### src/design/gdfm_map.svh
// Offsets, field positions, reset values and timings in ns of the fault manager
`ifndef GDFM_MAP_SVH
`define GDFM_MAP_SVH
`define GDFM_NSRC 22
`define GDFM_AW 12
`define GDFM_STATUS_OFS 12'h000
`define GDFM_MASK_OFS 12'h004
`define GDFM_SAFE_OFS 12'h008
`define GDFM_CTRL_OFS 12'h00C
`define GDFM_SUPPLY_OFS 12'h010
`define GDFM_STATE_OFS 12'h014
`define GDFM_MASK_RST 22'h014000
`define GDFM_SAFE_RST 32'h5555155D
`define GDFM_SUPPLY_RST 20'h00000
`define GDFM_SEL_TAB 22'h00CBEF
`define GDFM_FIXLOW_TAB 22'h043410
`define GDFM_STO_TAB 22'h020000
`define GDFM_FLT_ROUTE 22'h3DFF7F
`define GDFM_WRN_ROUTE 22'h003C80
`define GDFM_SAFE_NONE 2'h0
`define GDFM_SAFE_LOW 2'h1
`define GDFM_SAFE_HIGH 2'h2
`define GDFM_SAFE_HIZ 2'h3
`define GDFM_CTRL_CLR 0
`define GDFM_CTRL_EN 1
`define GDFM_SUP_PUVD 0
`define GDFM_SUP_POVD 1
`define GDFM_SUP_SUVD 2
`define GDFM_SUP_SOVD 3
`define GDFM_SUP_NEN 4
`define GDFM_SUP_TH 8
`define GDFM_OVERTEMP 0
`define GDFM_GATEMON 1
`define GDFM_PCLKMON 3
`define GDFM_PREG 5
`define GDFM_SREG 6
`define GDFM_SERIAL 7
`define GDFM_PTRIM 10
`define GDFM_PLINK 14
`define GDFM_SLINK 15
`define GDFM_CONV 16
`define GDFM_VREFOC 21
`define GDFM_PCLK_NS 10
`define GDFM_CLKMON_NS 640
`endif

### src/design/gdfm_pkg.sv
// Types shared by the fault manager
package gdfm_pkg;
    typedef enum logic [2:0] {DRV_HIZ, DRV_PWM, DRV_LOW, DRV_HIGH, DRV_STO} gdfm_drive_type;
    typedef enum logic {PWR_WAIT, PWR_RUN} gdfm_power_type;
    typedef struct packed {
        logic pri_uv;
        logic pri_ov;
        logic sec_uv;
        logic sec_ov;
        logic neg_uv;
        logic neg_ov;
        logic reg_ok;
    } gdfm_supply_type;
    typedef struct packed {
        logic       neg_en;
        logic       sec_ov_dis;
        logic       sec_uv_dis;
        logic       pri_ov_dis;
        logic       pri_uv_dis;
    } gdfm_check_type;
    typedef struct packed {
        logic [1:0] neg_ov;
        logic [1:0] neg_uv;
        logic [1:0] sec_ov;
        logic [1:0] sec_uv;
        logic [1:0] pri_ov;
        logic [1:0] pri_uv;
    } gdfm_thresh_type;
endpackage

### src/design/gdfm_fault_manager.sv
// Fault latching, safe-state selection, alarms and supply gating
`timescale 1ns/1ps
`include "gdfm_map.svh"

// Function
// - Overtemp: latch, safe state, fault alarm
// - Gate monitor: latch, high impedance, no warning
// - Shoot-through: latch, selectable low, fault alarm
// - Primary clock loss: low, alarm, serial off
// - Secondary clock: latch, always low, serial on
// - Regulator faults: per-side bit and safe state
// - Primary regulator overvoltage: secondary link, serial off
// - Secondary regulator overvoltage: primary link fault
// - Serial errors: shared bit, warning only
// - Config checksum: per-side bit, safe state
// - Trim checksum: both alarms, primary always low
// - Self-test failures: low, both alarms
// - Link faults: primary alarm masked by default
// - Reference voltage fault: converter bit, alarm masked by default
// - Switch overvoltage: latch, soft turn-off only
// - Regulator overcurrent: own bit, alarm only
// - Reference overcurrent: converter bit, alarm only
// - Power up needs valid supplies
// - High impedance until supplies valid
// - Then enable command plus faults decide
// - No serial while primary undervoltage
// - Supply check disables and thresholds
// - Mask hides alarm, status still reports
// - Safe state: low, high, high impedance or none
// - Clear needs condition gone plus command
// - Alarm holds while condition persists
module gdfm_fault_manager (
    // Clock and reset
    input  wire logic                     pclk,
    input  wire logic                     presetn,
    // APB slave
    input  wire logic                     psel,
    input  wire logic                     penable,
    input  wire logic                     pwrite,
    input  wire logic [`GDFM_AW-1:0]      paddr,
    input  wire logic [31:0]              pwdata,
    output logic      [31:0]              prdata,
    output logic                          pready,
    output logic                          pslverr,
    // Detector inputs, asynchronous
    input  wire logic [`GDFM_NSRC-1:0]    fault_cond,
    input  wire logic [1:0]               regulator_ov,
    input  wire gdfm_pkg::gdfm_supply_type supply,
    input  wire logic                     osc_mon_clk,
    // Driver and serial port control
    output gdfm_pkg::gdfm_drive_type      drive_state,
    output logic                          serial_enable,
    output logic                          power_good,
    // Alarm pins
    output logic                          fault_alarm_n,
    output logic                          warning_alarm_n,
    // Supply monitor setup
    output gdfm_pkg::gdfm_check_type      checks,
    output gdfm_pkg::gdfm_thresh_type     thresholds
);

    localparam int N      = `GDFM_NSRC;
    localparam int SW     = N + 2 + 7 + 1;
    localparam int CM_CYC = (`GDFM_CLKMON_NS + `GDFM_PCLK_NS - 1) / `GDFM_PCLK_NS;
    localparam int CM_W   = $clog2(CM_CYC + 1);

    // Tables as typed constants so each source can pick its own bit
    localparam logic [N-1:0] SEL_TAB    = `GDFM_SEL_TAB;
    localparam logic [N-1:0] FIXLOW_TAB = `GDFM_FIXLOW_TAB;
    localparam logic [N-1:0] STO_TAB    = `GDFM_STO_TAB;

    ////////////////////////////////////////////////////////////////////////////
    // Input synchronisers

    logic [SW-1:0]             meta_q;
    logic [SW-1:0]             sync_q;
    logic [N-1:0]              cond_s;
    logic [1:0]                regov_s;
    gdfm_pkg::gdfm_supply_type supply_s;
    logic                      mclk_s;

    always_ff @(posedge pclk or negedge presetn) begin
        if (!presetn) begin
            meta_q <= '0;
            sync_q <= '0;
        end else begin
            meta_q <= {osc_mon_clk, supply, regulator_ov, fault_cond};
            sync_q <= meta_q;
        end
    end

    assign cond_s   = sync_q[N-1:0];
    assign regov_s  = sync_q[N+1:N];
    assign supply_s = sync_q[N+8:N+2];
    assign mclk_s   = sync_q[SW-1];

    ////////////////////////////////////////////////////////////////////////////
    // Primary oscillator monitor

    logic            mclk_prev_q;
    logic [CM_W-1:0] cm_cnt_q;
    logic            clk_stuck;

    always_ff @(posedge pclk or negedge presetn) begin
        if (!presetn) begin
            mclk_prev_q <= 1'b0;
        end else begin
            mclk_prev_q <= mclk_s;
        end
    end

    // Counter saturates so a dead clock stays flagged until edges return
    always_ff @(posedge pclk or negedge presetn) begin
        if (!presetn) begin
            cm_cnt_q <= '0;
        end else if (mclk_s != mclk_prev_q) begin
            cm_cnt_q <= '0;
        end else if (cm_cnt_q != CM_W'(CM_CYC)) begin
            cm_cnt_q <= cm_cnt_q + 1'b1;
        end
    end

    assign clk_stuck = (cm_cnt_q == CM_W'(CM_CYC));

    ////////////////////////////////////////////////////////////////////////////
    // Registers and APB access

    logic [N-1:0]              status_q;
    logic [N-1:0]              mask_q;
    logic [31:0]               safe_q;
    logic                      drive_en_q;
    logic [19:0]               supply_q;
    logic [31:0]               prdata_q;
    logic                      wr;
    logic                      hit;
    logic                      clr;
    logic [31:0]               rdata_d;
    gdfm_pkg::gdfm_power_type  pwr_q;
    gdfm_pkg::gdfm_drive_type  drive_q;
    logic                      serial_q;
    logic                      fault_n_q;
    logic                      warn_n_q;

    assign wr  = psel && penable && pwrite;
    assign hit = (paddr == `GDFM_STATUS_OFS) || (paddr == `GDFM_MASK_OFS)
              || (paddr == `GDFM_SAFE_OFS) || (paddr == `GDFM_CTRL_OFS)
              || (paddr == `GDFM_SUPPLY_OFS) || (paddr == `GDFM_STATE_OFS);
    assign clr = wr && (paddr == `GDFM_CTRL_OFS) && pwdata[`GDFM_CTRL_CLR];

    assign pready  = 1'b1;
    assign pslverr = psel && penable && !hit;
    assign prdata  = prdata_q;

    always_ff @(posedge pclk or negedge presetn) begin
        if (!presetn) begin
            mask_q <= `GDFM_MASK_RST;
        end else if (wr && paddr == `GDFM_MASK_OFS) begin
            mask_q <= pwdata[N-1:0];
        end
    end

    always_ff @(posedge pclk or negedge presetn) begin
        if (!presetn) begin
            safe_q <= `GDFM_SAFE_RST;
        end else if (wr && paddr == `GDFM_SAFE_OFS) begin
            safe_q <= pwdata;
        end
    end

    always_ff @(posedge pclk or negedge presetn) begin
        if (!presetn) begin
            drive_en_q <= 1'b0;
        end else if (wr && paddr == `GDFM_CTRL_OFS) begin
            drive_en_q <= pwdata[`GDFM_CTRL_EN];
        end
    end

    always_ff @(posedge pclk or negedge presetn) begin
        if (!presetn) begin
            supply_q <= `GDFM_SUPPLY_RST;
        end else if (wr && paddr == `GDFM_SUPPLY_OFS) begin
            supply_q <= pwdata[19:0];
        end
    end

    assign checks     = supply_q[4:0];
    assign thresholds = supply_q[`GDFM_SUP_TH +: 12];

    // Converter bit shows both reference causes
    always_comb begin
        rdata_d = 32'h00000000;
        unique case (paddr)
            `GDFM_STATUS_OFS: begin
                rdata_d[N-2:0]      = status_q[N-2:0];
                rdata_d[`GDFM_CONV] = status_q[`GDFM_CONV] | status_q[`GDFM_VREFOC];
            end
            `GDFM_MASK_OFS:   rdata_d[N-1:0] = mask_q;
            `GDFM_SAFE_OFS:   rdata_d = safe_q;
            `GDFM_CTRL_OFS:   rdata_d[`GDFM_CTRL_EN] = drive_en_q;
            `GDFM_SUPPLY_OFS: rdata_d[19:0] = supply_q;
            `GDFM_STATE_OFS:  rdata_d[4:0] = {drive_q, serial_q, pwr_q == gdfm_pkg::PWR_RUN};
            default:          rdata_d = 32'h00000000;
        endcase
    end

    // Read data captured in the setup cycle, so zero wait states
    always_ff @(posedge pclk or negedge presetn) begin
        if (!presetn) begin
            prdata_q <= 32'h00000000;
        end else if (psel && !penable && !pwrite) begin
            prdata_q <= rdata_d;
        end
    end

    ////////////////////////////////////////////////////////////////////////////
    // Fault conditions and sticky status

    logic [N-1:0] cond;

    always_comb begin
        cond                = cond_s;
        cond[`GDFM_PCLKMON] = cond_s[`GDFM_PCLKMON] | clk_stuck;
        // Regulator overvoltage has no bit of its own, only the link fault
        cond[`GDFM_SLINK]   = cond_s[`GDFM_SLINK] | regov_s[0];
        cond[`GDFM_PLINK]   = cond_s[`GDFM_PLINK] | regov_s[1];
    end

    // A live condition wins over the clear in the same cycle
    always_ff @(posedge pclk or negedge presetn) begin
        if (!presetn) begin
            status_q <= '0;
        end else begin
            status_q <= cond | (clr ? '0 : status_q);
        end
    end

    ////////////////////////////////////////////////////////////////////////////
    // Per-source safe-state action

    logic [N-1:0] act_low;
    logic [N-1:0] act_high;
    logic [N-1:0] act_hiz;
    logic [N-1:0] act_sto;

    for (genvar i = 0; i < N; i++) begin : g_src
        logic [1:0] code;
        logic [1:0] fixed;
        assign fixed = FIXLOW_TAB[i] ? `GDFM_SAFE_LOW : `GDFM_SAFE_NONE;
        if (i < 16) begin : g_sel
            assign code = SEL_TAB[i] ? safe_q[2*i +: 2] : fixed;
        end else begin : g_fix
            assign code = fixed;
        end
        assign act_low[i]  = status_q[i] && (code == `GDFM_SAFE_LOW);
        assign act_high[i] = status_q[i] && (code == `GDFM_SAFE_HIGH);
        assign act_hiz[i]  = status_q[i] && (code == `GDFM_SAFE_HIZ);
        assign act_sto[i]  = status_q[i] && STO_TAB[i];
    end

    ////////////////////////////////////////////////////////////////////////////
    // Supply checks and power-up

    logic pri_bad;
    logic pri_uv_eff;
    logic sec_uv_eff;
    logic supply_trip;
    logic up_ok;

    assign pri_uv_eff  = supply_s.pri_uv && !checks.pri_uv_dis;
    assign pri_bad     = pri_uv_eff || (supply_s.pri_ov && !checks.pri_ov_dis);
    assign sec_uv_eff  = supply_s.sec_uv && !checks.sec_uv_dis;
    assign supply_trip = (supply_s.sec_ov && !checks.sec_ov_dis)
                      || (checks.neg_en && (supply_s.neg_uv || supply_s.neg_ov));
    assign up_ok       = !pri_bad && !sec_uv_eff && supply_s.reg_ok;

    always_ff @(posedge pclk or negedge presetn) begin
        if (!presetn) begin
            pwr_q <= gdfm_pkg::PWR_WAIT;
        end else begin
            unique case (pwr_q)
                gdfm_pkg::PWR_WAIT: if (up_ok) pwr_q <= gdfm_pkg::PWR_RUN;
                gdfm_pkg::PWR_RUN:  if (!up_ok) pwr_q <= gdfm_pkg::PWR_WAIT;
            endcase
        end
    end

    ////////////////////////////////////////////////////////////////////////////
    // Driver state; pull-low outranks every other safe state

    always_ff @(posedge pclk or negedge presetn) begin
        if (!presetn) begin
            drive_q <= gdfm_pkg::DRV_HIZ;
        end else if (pwr_q != gdfm_pkg::PWR_RUN) begin
            drive_q <= gdfm_pkg::DRV_HIZ;
        end else if (|act_low || supply_trip) begin
            drive_q <= gdfm_pkg::DRV_LOW;
        end else if (|act_sto) begin
            drive_q <= gdfm_pkg::DRV_STO;
        end else if (|act_hiz) begin
            drive_q <= gdfm_pkg::DRV_HIZ;
        end else if (|act_high) begin
            drive_q <= gdfm_pkg::DRV_HIGH;
        end else begin
            drive_q <= drive_en_q ? gdfm_pkg::DRV_PWM : gdfm_pkg::DRV_LOW;
        end
    end

    assign drive_state = drive_q;
    assign power_good  = (pwr_q == gdfm_pkg::PWR_RUN);

    ////////////////////////////////////////////////////////////////////////////
    // Serial port enable; not latched, returns with the clock

    always_ff @(posedge pclk or negedge presetn) begin
        if (!presetn) begin
            serial_q <= 1'b0;
        end else begin
            serial_q <= !pri_uv_eff && !clk_stuck && !regov_s[0];
        end
    end

    assign serial_enable = serial_q;

    ////////////////////////////////////////////////////////////////////////////
    // Alarm pins

    always_ff @(posedge pclk or negedge presetn) begin
        if (!presetn) begin
            fault_n_q <= 1'b1;
            warn_n_q  <= 1'b1;
        end else begin
            fault_n_q <= ~|(status_q & ~mask_q & `GDFM_FLT_ROUTE);
            warn_n_q  <= ~|(status_q & ~mask_q & `GDFM_WRN_ROUTE);
        end
    end

    assign fault_alarm_n   = fault_n_q;
    assign warning_alarm_n = warn_n_q;
endmodule

### config.mk
export PLATFORM = sky130hd
export DESIGN_NAME = gdfm_fault_manager
export DESIGN_NICKNAME = d
export VERILOG_FILES = /design/src/design/gdfm_pkg.sv /design/src/design/gdfm_fault_manager.sv
export VERILOG_INCLUDE_DIRS = /design/src /design/src/design
export SDC_FILE = /design/constraint.sdc
export NUM_CORES = 1
export LEC_CHECK = 0
export ABC_CLOCK_PERIOD_IN_PS = 1850
export BUFFER_PORTS_ARGS = -buffer_cell sky130_fd_sc_hd__buf_2
export CAP_MARGIN = 20
export CORE_MARGIN = 4
export CORE_UTILIZATION = 56
export CTS_CLUSTER_SIZE = 20
export DETAILED_ROUTE_END_ITERATION = 8
export GPL_ROUTABILITY_DRIVEN = 0
export PLACE_DENSITY = 0.77
export SLEW_MARGIN = 20
export SYNTH_ARGS = -nofsm -noshare
export SYNTH_HDL_FRONTEND = slang
export SYNTH_SLANG_ARGS = --single-unit
### constraint.sdc
create_clock -name pclk -period 1.85 [get_ports pclk]
set_clock_uncertainty 0.2 [all_clocks]
set_input_delay 0.0925 -clock pclk [delete_from_list [all_inputs] [get_ports pclk]]
set_output_delay 0.0925 -clock pclk [all_outputs]
set_load 0.005 [all_outputs]
==> results of run 1 <==
[metrics by stage]
| step | hold WS [ns] | setup WS (ns) | area, µm² | utilization | std cells |
|---|---|---|---|---|---|
| final | 0.0200 | -0.176 | 11100 | 0.759 | 1121 |
| after global routing | 0.00522 | -0.244 | 11100 | 0.759 | 1121 |
| after CTS | 0.00119 | 0.00841 | 11000 | 0.755 | 1119 |
| after detailed placement | -0.0865 | -0.312 | 9480 | 0.650 | 1005 |
| after global placement | -0.0942 | -0.116 | 9480 | 0.650 | 1005 |
| after floorplan | -0.403 | 0.00443 | 8360 | - | 684 |
[worst paths after layout]
check                      slack [ns]              to  cells after the start          start
min                              0.02       meta_q[0]                      2  fault_cond[0]
max reg2reg                     -0.18  drive_state[0]                      5     sync_q[25]
max in group asynchronous        0.32       safe_q[6]                      4        presetn
max                             -0.18  drive_state[0]                      5     sync_q[25]
min in group asynchronous        0.47       safe_q[9]                      3        presetn
min reg2reg                      0.14       sync_q[6]                      0      meta_q[6]
[routing by layer]
layer  vias to the layer above  part of all wire  global-route usage
li1                       2895                 -                   -
met1                      3241              0.37               0.347
met4                         0             0.048               0.110
met3                        87             0.095              0.0516
met2                       403              0.49               0.455
met5                         -                 0                   0
[state kept, by name (all words and copies together) (netlist names)]
| signal | cells |
|---|---|
| prdata | 32 |
| serial_enable | 1 |
| drive_en_q | 1 |
| power_good | 1 |
| warning_alarm_n | 1 |
| supply_q | 20 |
| fault_alarm_n | 1 |
| sync_q | 32 |
| mask_q | 22 |
| drive_state | 3 |
| meta_q | 32 |
| safe_q | 32 |
| mclk_prev_q | 1 |
| cm_cnt_q | 7 |
| status_q | 22 |
[cell usage in the layout (no fill, tap or decap), drive strengths merged, types with 3 or more instances in the layout]
| master | instances |
|---|---|
| o2bb2ai | 4 |
| nand2 | 72 |
| xor2 | 3 |
| buf | 185 |
| mux2i | 8 |
| and3 | 6 |
| o21ai | 35 |
| dfrtp | 188 |
| nor2 | 30 |
| inv | 27 |
| dfstp | 20 |
| a21oi | 8 |
| o22ai | 14 |
| clkbuf | 30 |
| a32oi | 3 |
| nand3 | 27 |
| clkinv | 6 |
| a22oi | 30 |
| a21o | 19 |
| a31oi | 18 |
| nor2b | 4 |
| clkinvlp | 3 |
| a211o | 3 |
| nor4 | 10 |
| dlygate4sd3 | 73 |
| nor3 | 9 |
| mux2 | 69 |
| xnor2 | 3 |
[worst max-delay path, stage by stage, from the launching register on]
cell	delay (ns)
sky130_fd_sc_hd__dfrtp_1	0.35
sky130_fd_sc_hd__o21ai_0	0.31
sky130_fd_sc_hd__o221ai_1	0.20
sky130_fd_sc_hd__nor3_1	0.32
sky130_fd_sc_hd__nand2_1	0.17
sky130_fd_sc_hd__a311oi_2	0.36
[power breakdown]
part / total (mW) / leakage [nW] / internal, mW / switching [mW]
clock network: 4.52 / 0.374 / 2.70 / 1.82
logic: 0.537 / 2.41 / 0.256 / 0.281
registers: 4.68 / 2.53 / 4.64 / 0.0416
[cell type report]
type / count / area share
Clock inverter: 12 / 0.0134
Sequential cell: 208 / 0.472
Tap cell: 184 / 0.0208
Clock buffer: 28 / 0.0563
Multi-Input combinational cell: 402 / 0.254
Timing Repair Buffer: 261 / 0.175
Inverter: 26 / 0.00881
[cells by family after synthesis]
kind of cell	share of synthesized area
DFF	0.625
and+or+nand+nor	0.102
AOI/OAI and AO/OA	0.113
muxes	0.102
buffers and inverters	0.0467
xor gates and xnor gates	0.00628
adders and majority gates	0.00299
other	0.000448
[repair_timing]
| item | 4_1_cts | 5_1_grt |
|---|---|---|
| endpoints found under the hold margin | 329 | 0 |
| setup buffers | 0 | 1 |
| gates cloned | 0 | 1 |
| hold buffers | 74 | 0 |
| endpoints found under the setup margin | 3 | 21 |
| resized for setup | 3 | 5 |
| pin swaps | 1 | 1 |
==> flow_summary.ini, run 1 <==
[status]
status = finished, violations left
failed_checks = setup timing

[placement]
detailedPlacementHpwl_um = 15200
port_buffers = 137

[cts]
worst_skew_pair.late_latency_ns = 0.51
cts_tree = done
h_tree_lvls = 1
cts-root-to-sink-buffers = 3
clock_sink_count = 208
clock_tree.root_cell = sky130_fd_sc_hd__clkbuf_16
worst_setup_hold_path_clk_slew_ns = 0.06
cts_made_buffers = 22

[final_layout]
area_of_the_multi_input_gates_um2 = 2810
drive_gt1_frac = 0.353
n_antenna_cell = 0
filler_cell_count = 907
final_net_count = 1004
area_growth_pct = 32.4
area_of_all_sequential_standard_cells_um2 = 5230

[synth]
synth_commonest_cells = sky130_fd_sc_hd__dfrtp_1, sky130_fd_sc_hd__nand2_1, sky130_fd_sc_hd__mux2_2
library_cell_with_the_highest_instance_count_after_synthesis = sky130_fd_sc_hd__dfrtp_1
postSynth.asyncResetShare = 1.00
avgSynthCellArea_um2 = 12.2
synthFlopType = sky130_fd_sc_hd__dfrtp_1
yosysSeqAreaShare = 0.625
synth.largest_area_cell = sky130_fd_sc_hd__dfrtp_1
netlist_top_cells_area = sky130_fd_sc_hd__dfrtp_1, sky130_fd_sc_hd__mux2_2, sky130_fd_sc_hd__dfstp_2, sky130_fd_sc_hd__nand2_1, sky130_fd_sc_hd__a22oi_1
synth_area_um2 = 8360
ys_ff_latch = 208
syn_nets = 767
ys.warnings.count = 0
post-synth-top-area-fraction = 0.563
netlist_instances = 684
synth_edf_count = 0
yosys.cell_types.count = 54

[grt]
vias_in_the_first_global_route = 6782
grt_pass1_wl_um = 35500
grt_max_degree = 59
globalRouteOverflowTotal = 0
globalRouteTotalUtil = 0.270
grt_antenna_before_repair = 0

[setup_path]
crit_type = flip-flop to flip-flop
worstSetupStartpointType = flip-flop
cp.arrival_ns = 2.21
crit_required_ns = 2.03
worst_setup_path_end_kind = flip-flop
worst-path-max-fanout = 2

[run]
maxCapViolCount = 0

[sta]
setup_viol = 3
maxSlewHeadroom = 0.635
timing.final.crit_period_ns = 2.03
timing.setup.tns_ns = -0.368
worstMarginPinSlew_ns = 0.543
maxSlewViolCount = 0
clock.fmax_mhz = 494
hold_violations = 0
final.period_utilization = 1.09
timing.final.ws_setup_ns = -0.176
rsz0062_at_grt = yes

[routing]
wirelength_um = 23200
routed_vias = 6626
antenna_violating_nets_post_route = 0
routed_wire_length_per_instance_um = 20.7
drt_drc_violations_left = 0
vias_per_cell = 5.91
detailedRoute.firstPassIterationCount = 6
detailedRoute.firstIterationViolations = 631

[floorplanning]
fp.dieW_um = 130
io_pins = 139
die_h_um = 130
die_area_um2 = 17000
fp-row-count = 44
floorplan.initialDensity = 0.573
design.core.area_um2 = 14600

[power_and_ir_drop]
fin_total_pwr_mw = 9.74
total_leakage_power_nw = 5.31
power.density_cell_area_nw_per_um2 = 880
worst_ir_drop_vdd_uv = 1040

[hold_path]
worst_hold_path_type = input port to flip-flop
Note: power is estimated with default switching activity, not from simulation.
==> run 2, diff against run 1 <==
--- a/config.mk
+++ b/config.mk
@@ -15,6 +15,7 @@
 export DETAILED_ROUTE_END_ITERATION = 8
 export GPL_ROUTABILITY_DRIVEN = 0
 export PLACE_DENSITY = 0.77
+export SETUP_SLACK_MARGIN = 0.1
 export SLEW_MARGIN = 20
 export SYNTH_ARGS = -nofsm -noshare
 export SYNTH_HDL_FRONTEND = slang
==> run 2 against run 1 <==
  * The run still ends with setup timing left
  * Setup slack better by 0.16 ns
  * Power is 3.2% lower
  * Via count is 0.65% lower
  * Largest power group unchanged
  * Highest routed layer unchanged
==> flow_summary.ini, run 2 (synthesized netlist as in run 1, its figures left out) <==
[status]
status = finished, violations left
failed_checks = setup timing

[final_layout]
area_growth_pct = 32.5
layout_commonest_cell = sky130_fd_sc_hd__dfrtp_1
filler_cell_count = 918
final_util = 0.759
area_of_the_multi_input_gates_um2 = 2840
drive_gt1_frac = 0.351
final_net_count = 1014
area_of_all_sequential_standard_cells_um2 = 5230
n_antenna_cell = 0
final_cell_mix = sky130_fd_sc_hd__dfrtp_1, sky130_fd_sc_hd__buf_2, sky130_fd_sc_hd__dlygate4sd3_1
final_cell_area_um2 = 11100

[setup_path]
worst-path-max-fanout = 5
worst_setup_path_end_kind = flip-flop
worstSetupStartpointType = flip-flop
cp.arrival_ns = 2.07
crit_required_ns = 2.05
crit_type = flip-flop to flip-flop

[cts]
cts_made_buffers = 22
h_tree_lvls = 1
clock_tree.root_cell = sky130_fd_sc_hd__clkbuf_16
cts_tree = done
worst_skew_pair.late_latency_ns = 0.52
worst_setup_hold_path_clk_slew_ns = 0.06
cts-root-to-sink-buffers = 3
clock_sink_count = 208

[floorplanning]
io_pins = 139
die_h_um = 130
die_area_um2 = 17000
design.core.area_um2 = 14600
fp-row-count = 44
fp.dieW_um = 130
floorplan.initialDensity = 0.573

[power_and_ir_drop]
total_leakage_power_nw = 5.30
power.density_cell_area_nw_per_um2 = 851
worst_ir_drop_vdd_uv = 772

[run]
maxCapViolCount = 0

[sta]
maxSlewHeadroom = 0.655
timing.final.ws_setup_ns = -0.0157
clock.fmax_mhz = 536
timing.final.crit_period_ns = 1.87
worstMarginPinSlew_ns = 0.513
final.period_utilization = 1.01
hold_violations = 0
timing.setup.tns_ns = -0.0157
setup_viol = 1
maxSlewViolCount = 0
rsz0062_at_grt = yes

[routing]
routed_vias = 6583
detailedRoute.firstPassIterationCount = 6
detailedRoute.firstIterationViolations = 515
drt_drc_violations_left = 0
wirelength_um = 22900
antenna_violating_nets_post_route = 0
vias_per_cell = 5.82
routed_wire_length_per_instance_um = 20.2

[placement]
place_ws_ns = -0.104
placed_area_um2 = 9480
detailedPlacementHpwl_um = 15400
port_buffers = 137

[grt]
globalRouteOverflowTotal = 0
globalRouteTotalUtil = 0.274
grt_max_degree = 83
vias_in_the_first_global_route = 6963
grt_pass1_wl_um = 36200
grt_antenna_before_repair = 0

[hold_path]
worst_hold_path_type = input port to flip-flop
## run 2: final cells by class
class / instances / area share
Multi-Input combinational cell: 402 / 0.257
Inverter: 26 / 0.00881
Clock buffer: 35 / 0.0586
Tap cell: 184 / 0.0208
Clock inverter: 5 / 0.00508
Timing Repair Buffer: 271 / 0.178
Sequential cell: 208 / 0.472
## run 2: power breakdown
part / internal (mW) / switching (mW)
registers: 4.64 / 0.0407
logic: 0.265 / 0.285
clock network: 2.44 / 1.76
## run 2: per-stage QoR
step / hold WS, ns / instances / power (mW)
floorplan: -0.403 / 684 / 4.88
global placement: -0.207 / 1008 / 5.14
detailed placement: -0.204 / 1008 / 5.17
CTS: 0.00105 / 1128 / 9.46
global route: 0.0104 / 1131 / 9.75
finish: 0.0137 / 1131 / 9.43
## run 2: routing by layer
layer  vias up  track usage  part of all wire
met1      3249        0.358              0.38
met3        77       0.0483             0.084
met2       353        0.458              0.50
met4         0        0.109             0.040
li1       2904            -                 -
met5         -            0                 0
## run 2: path summary, 6_finish.rpt
check / from / end / slack (ns) / depth (start not counted)
worst max register to register: safe_q[16] / drive_state[1] / -0.02 / 5
worst max-delay path: safe_q[16] / drive_state[1] / -0.02 / 5
min in group asynchronous: presetn / supply_q[18] / 0.37 / 3
worst min register to register: meta_q[9] / sync_q[9] / 0.14 / 0
max in group asynchronous: presetn / safe_q[4] / 0.36 / 4
worst min-delay path: supply[2] / meta_q[26] / 0.01 / 2
## run 2: critical path, stage by stage, from the launching register on
cell and delay, ns:
sky130_fd_sc_hd__dfstp_2 0.58, sky130_fd_sc_hd__nand3b_1 0.11, sky130_fd_sc_hd__o21ai_0 0.08, sky130_fd_sc_hd__nor4_1 0.46
sky130_fd_sc_hd__and3_1 0.26, sky130_fd_sc_hd__o2bb2ai_2 0.06
## run 2: timing repair
action,in CTS,in global routing
setup endpoints to repair,3,50
hold endpoints to repair,341,2
buffers inserted,0,2
resized for setup,5,9
hold buffers,80,1
gates cloned,0,0
pin swaps,4,1
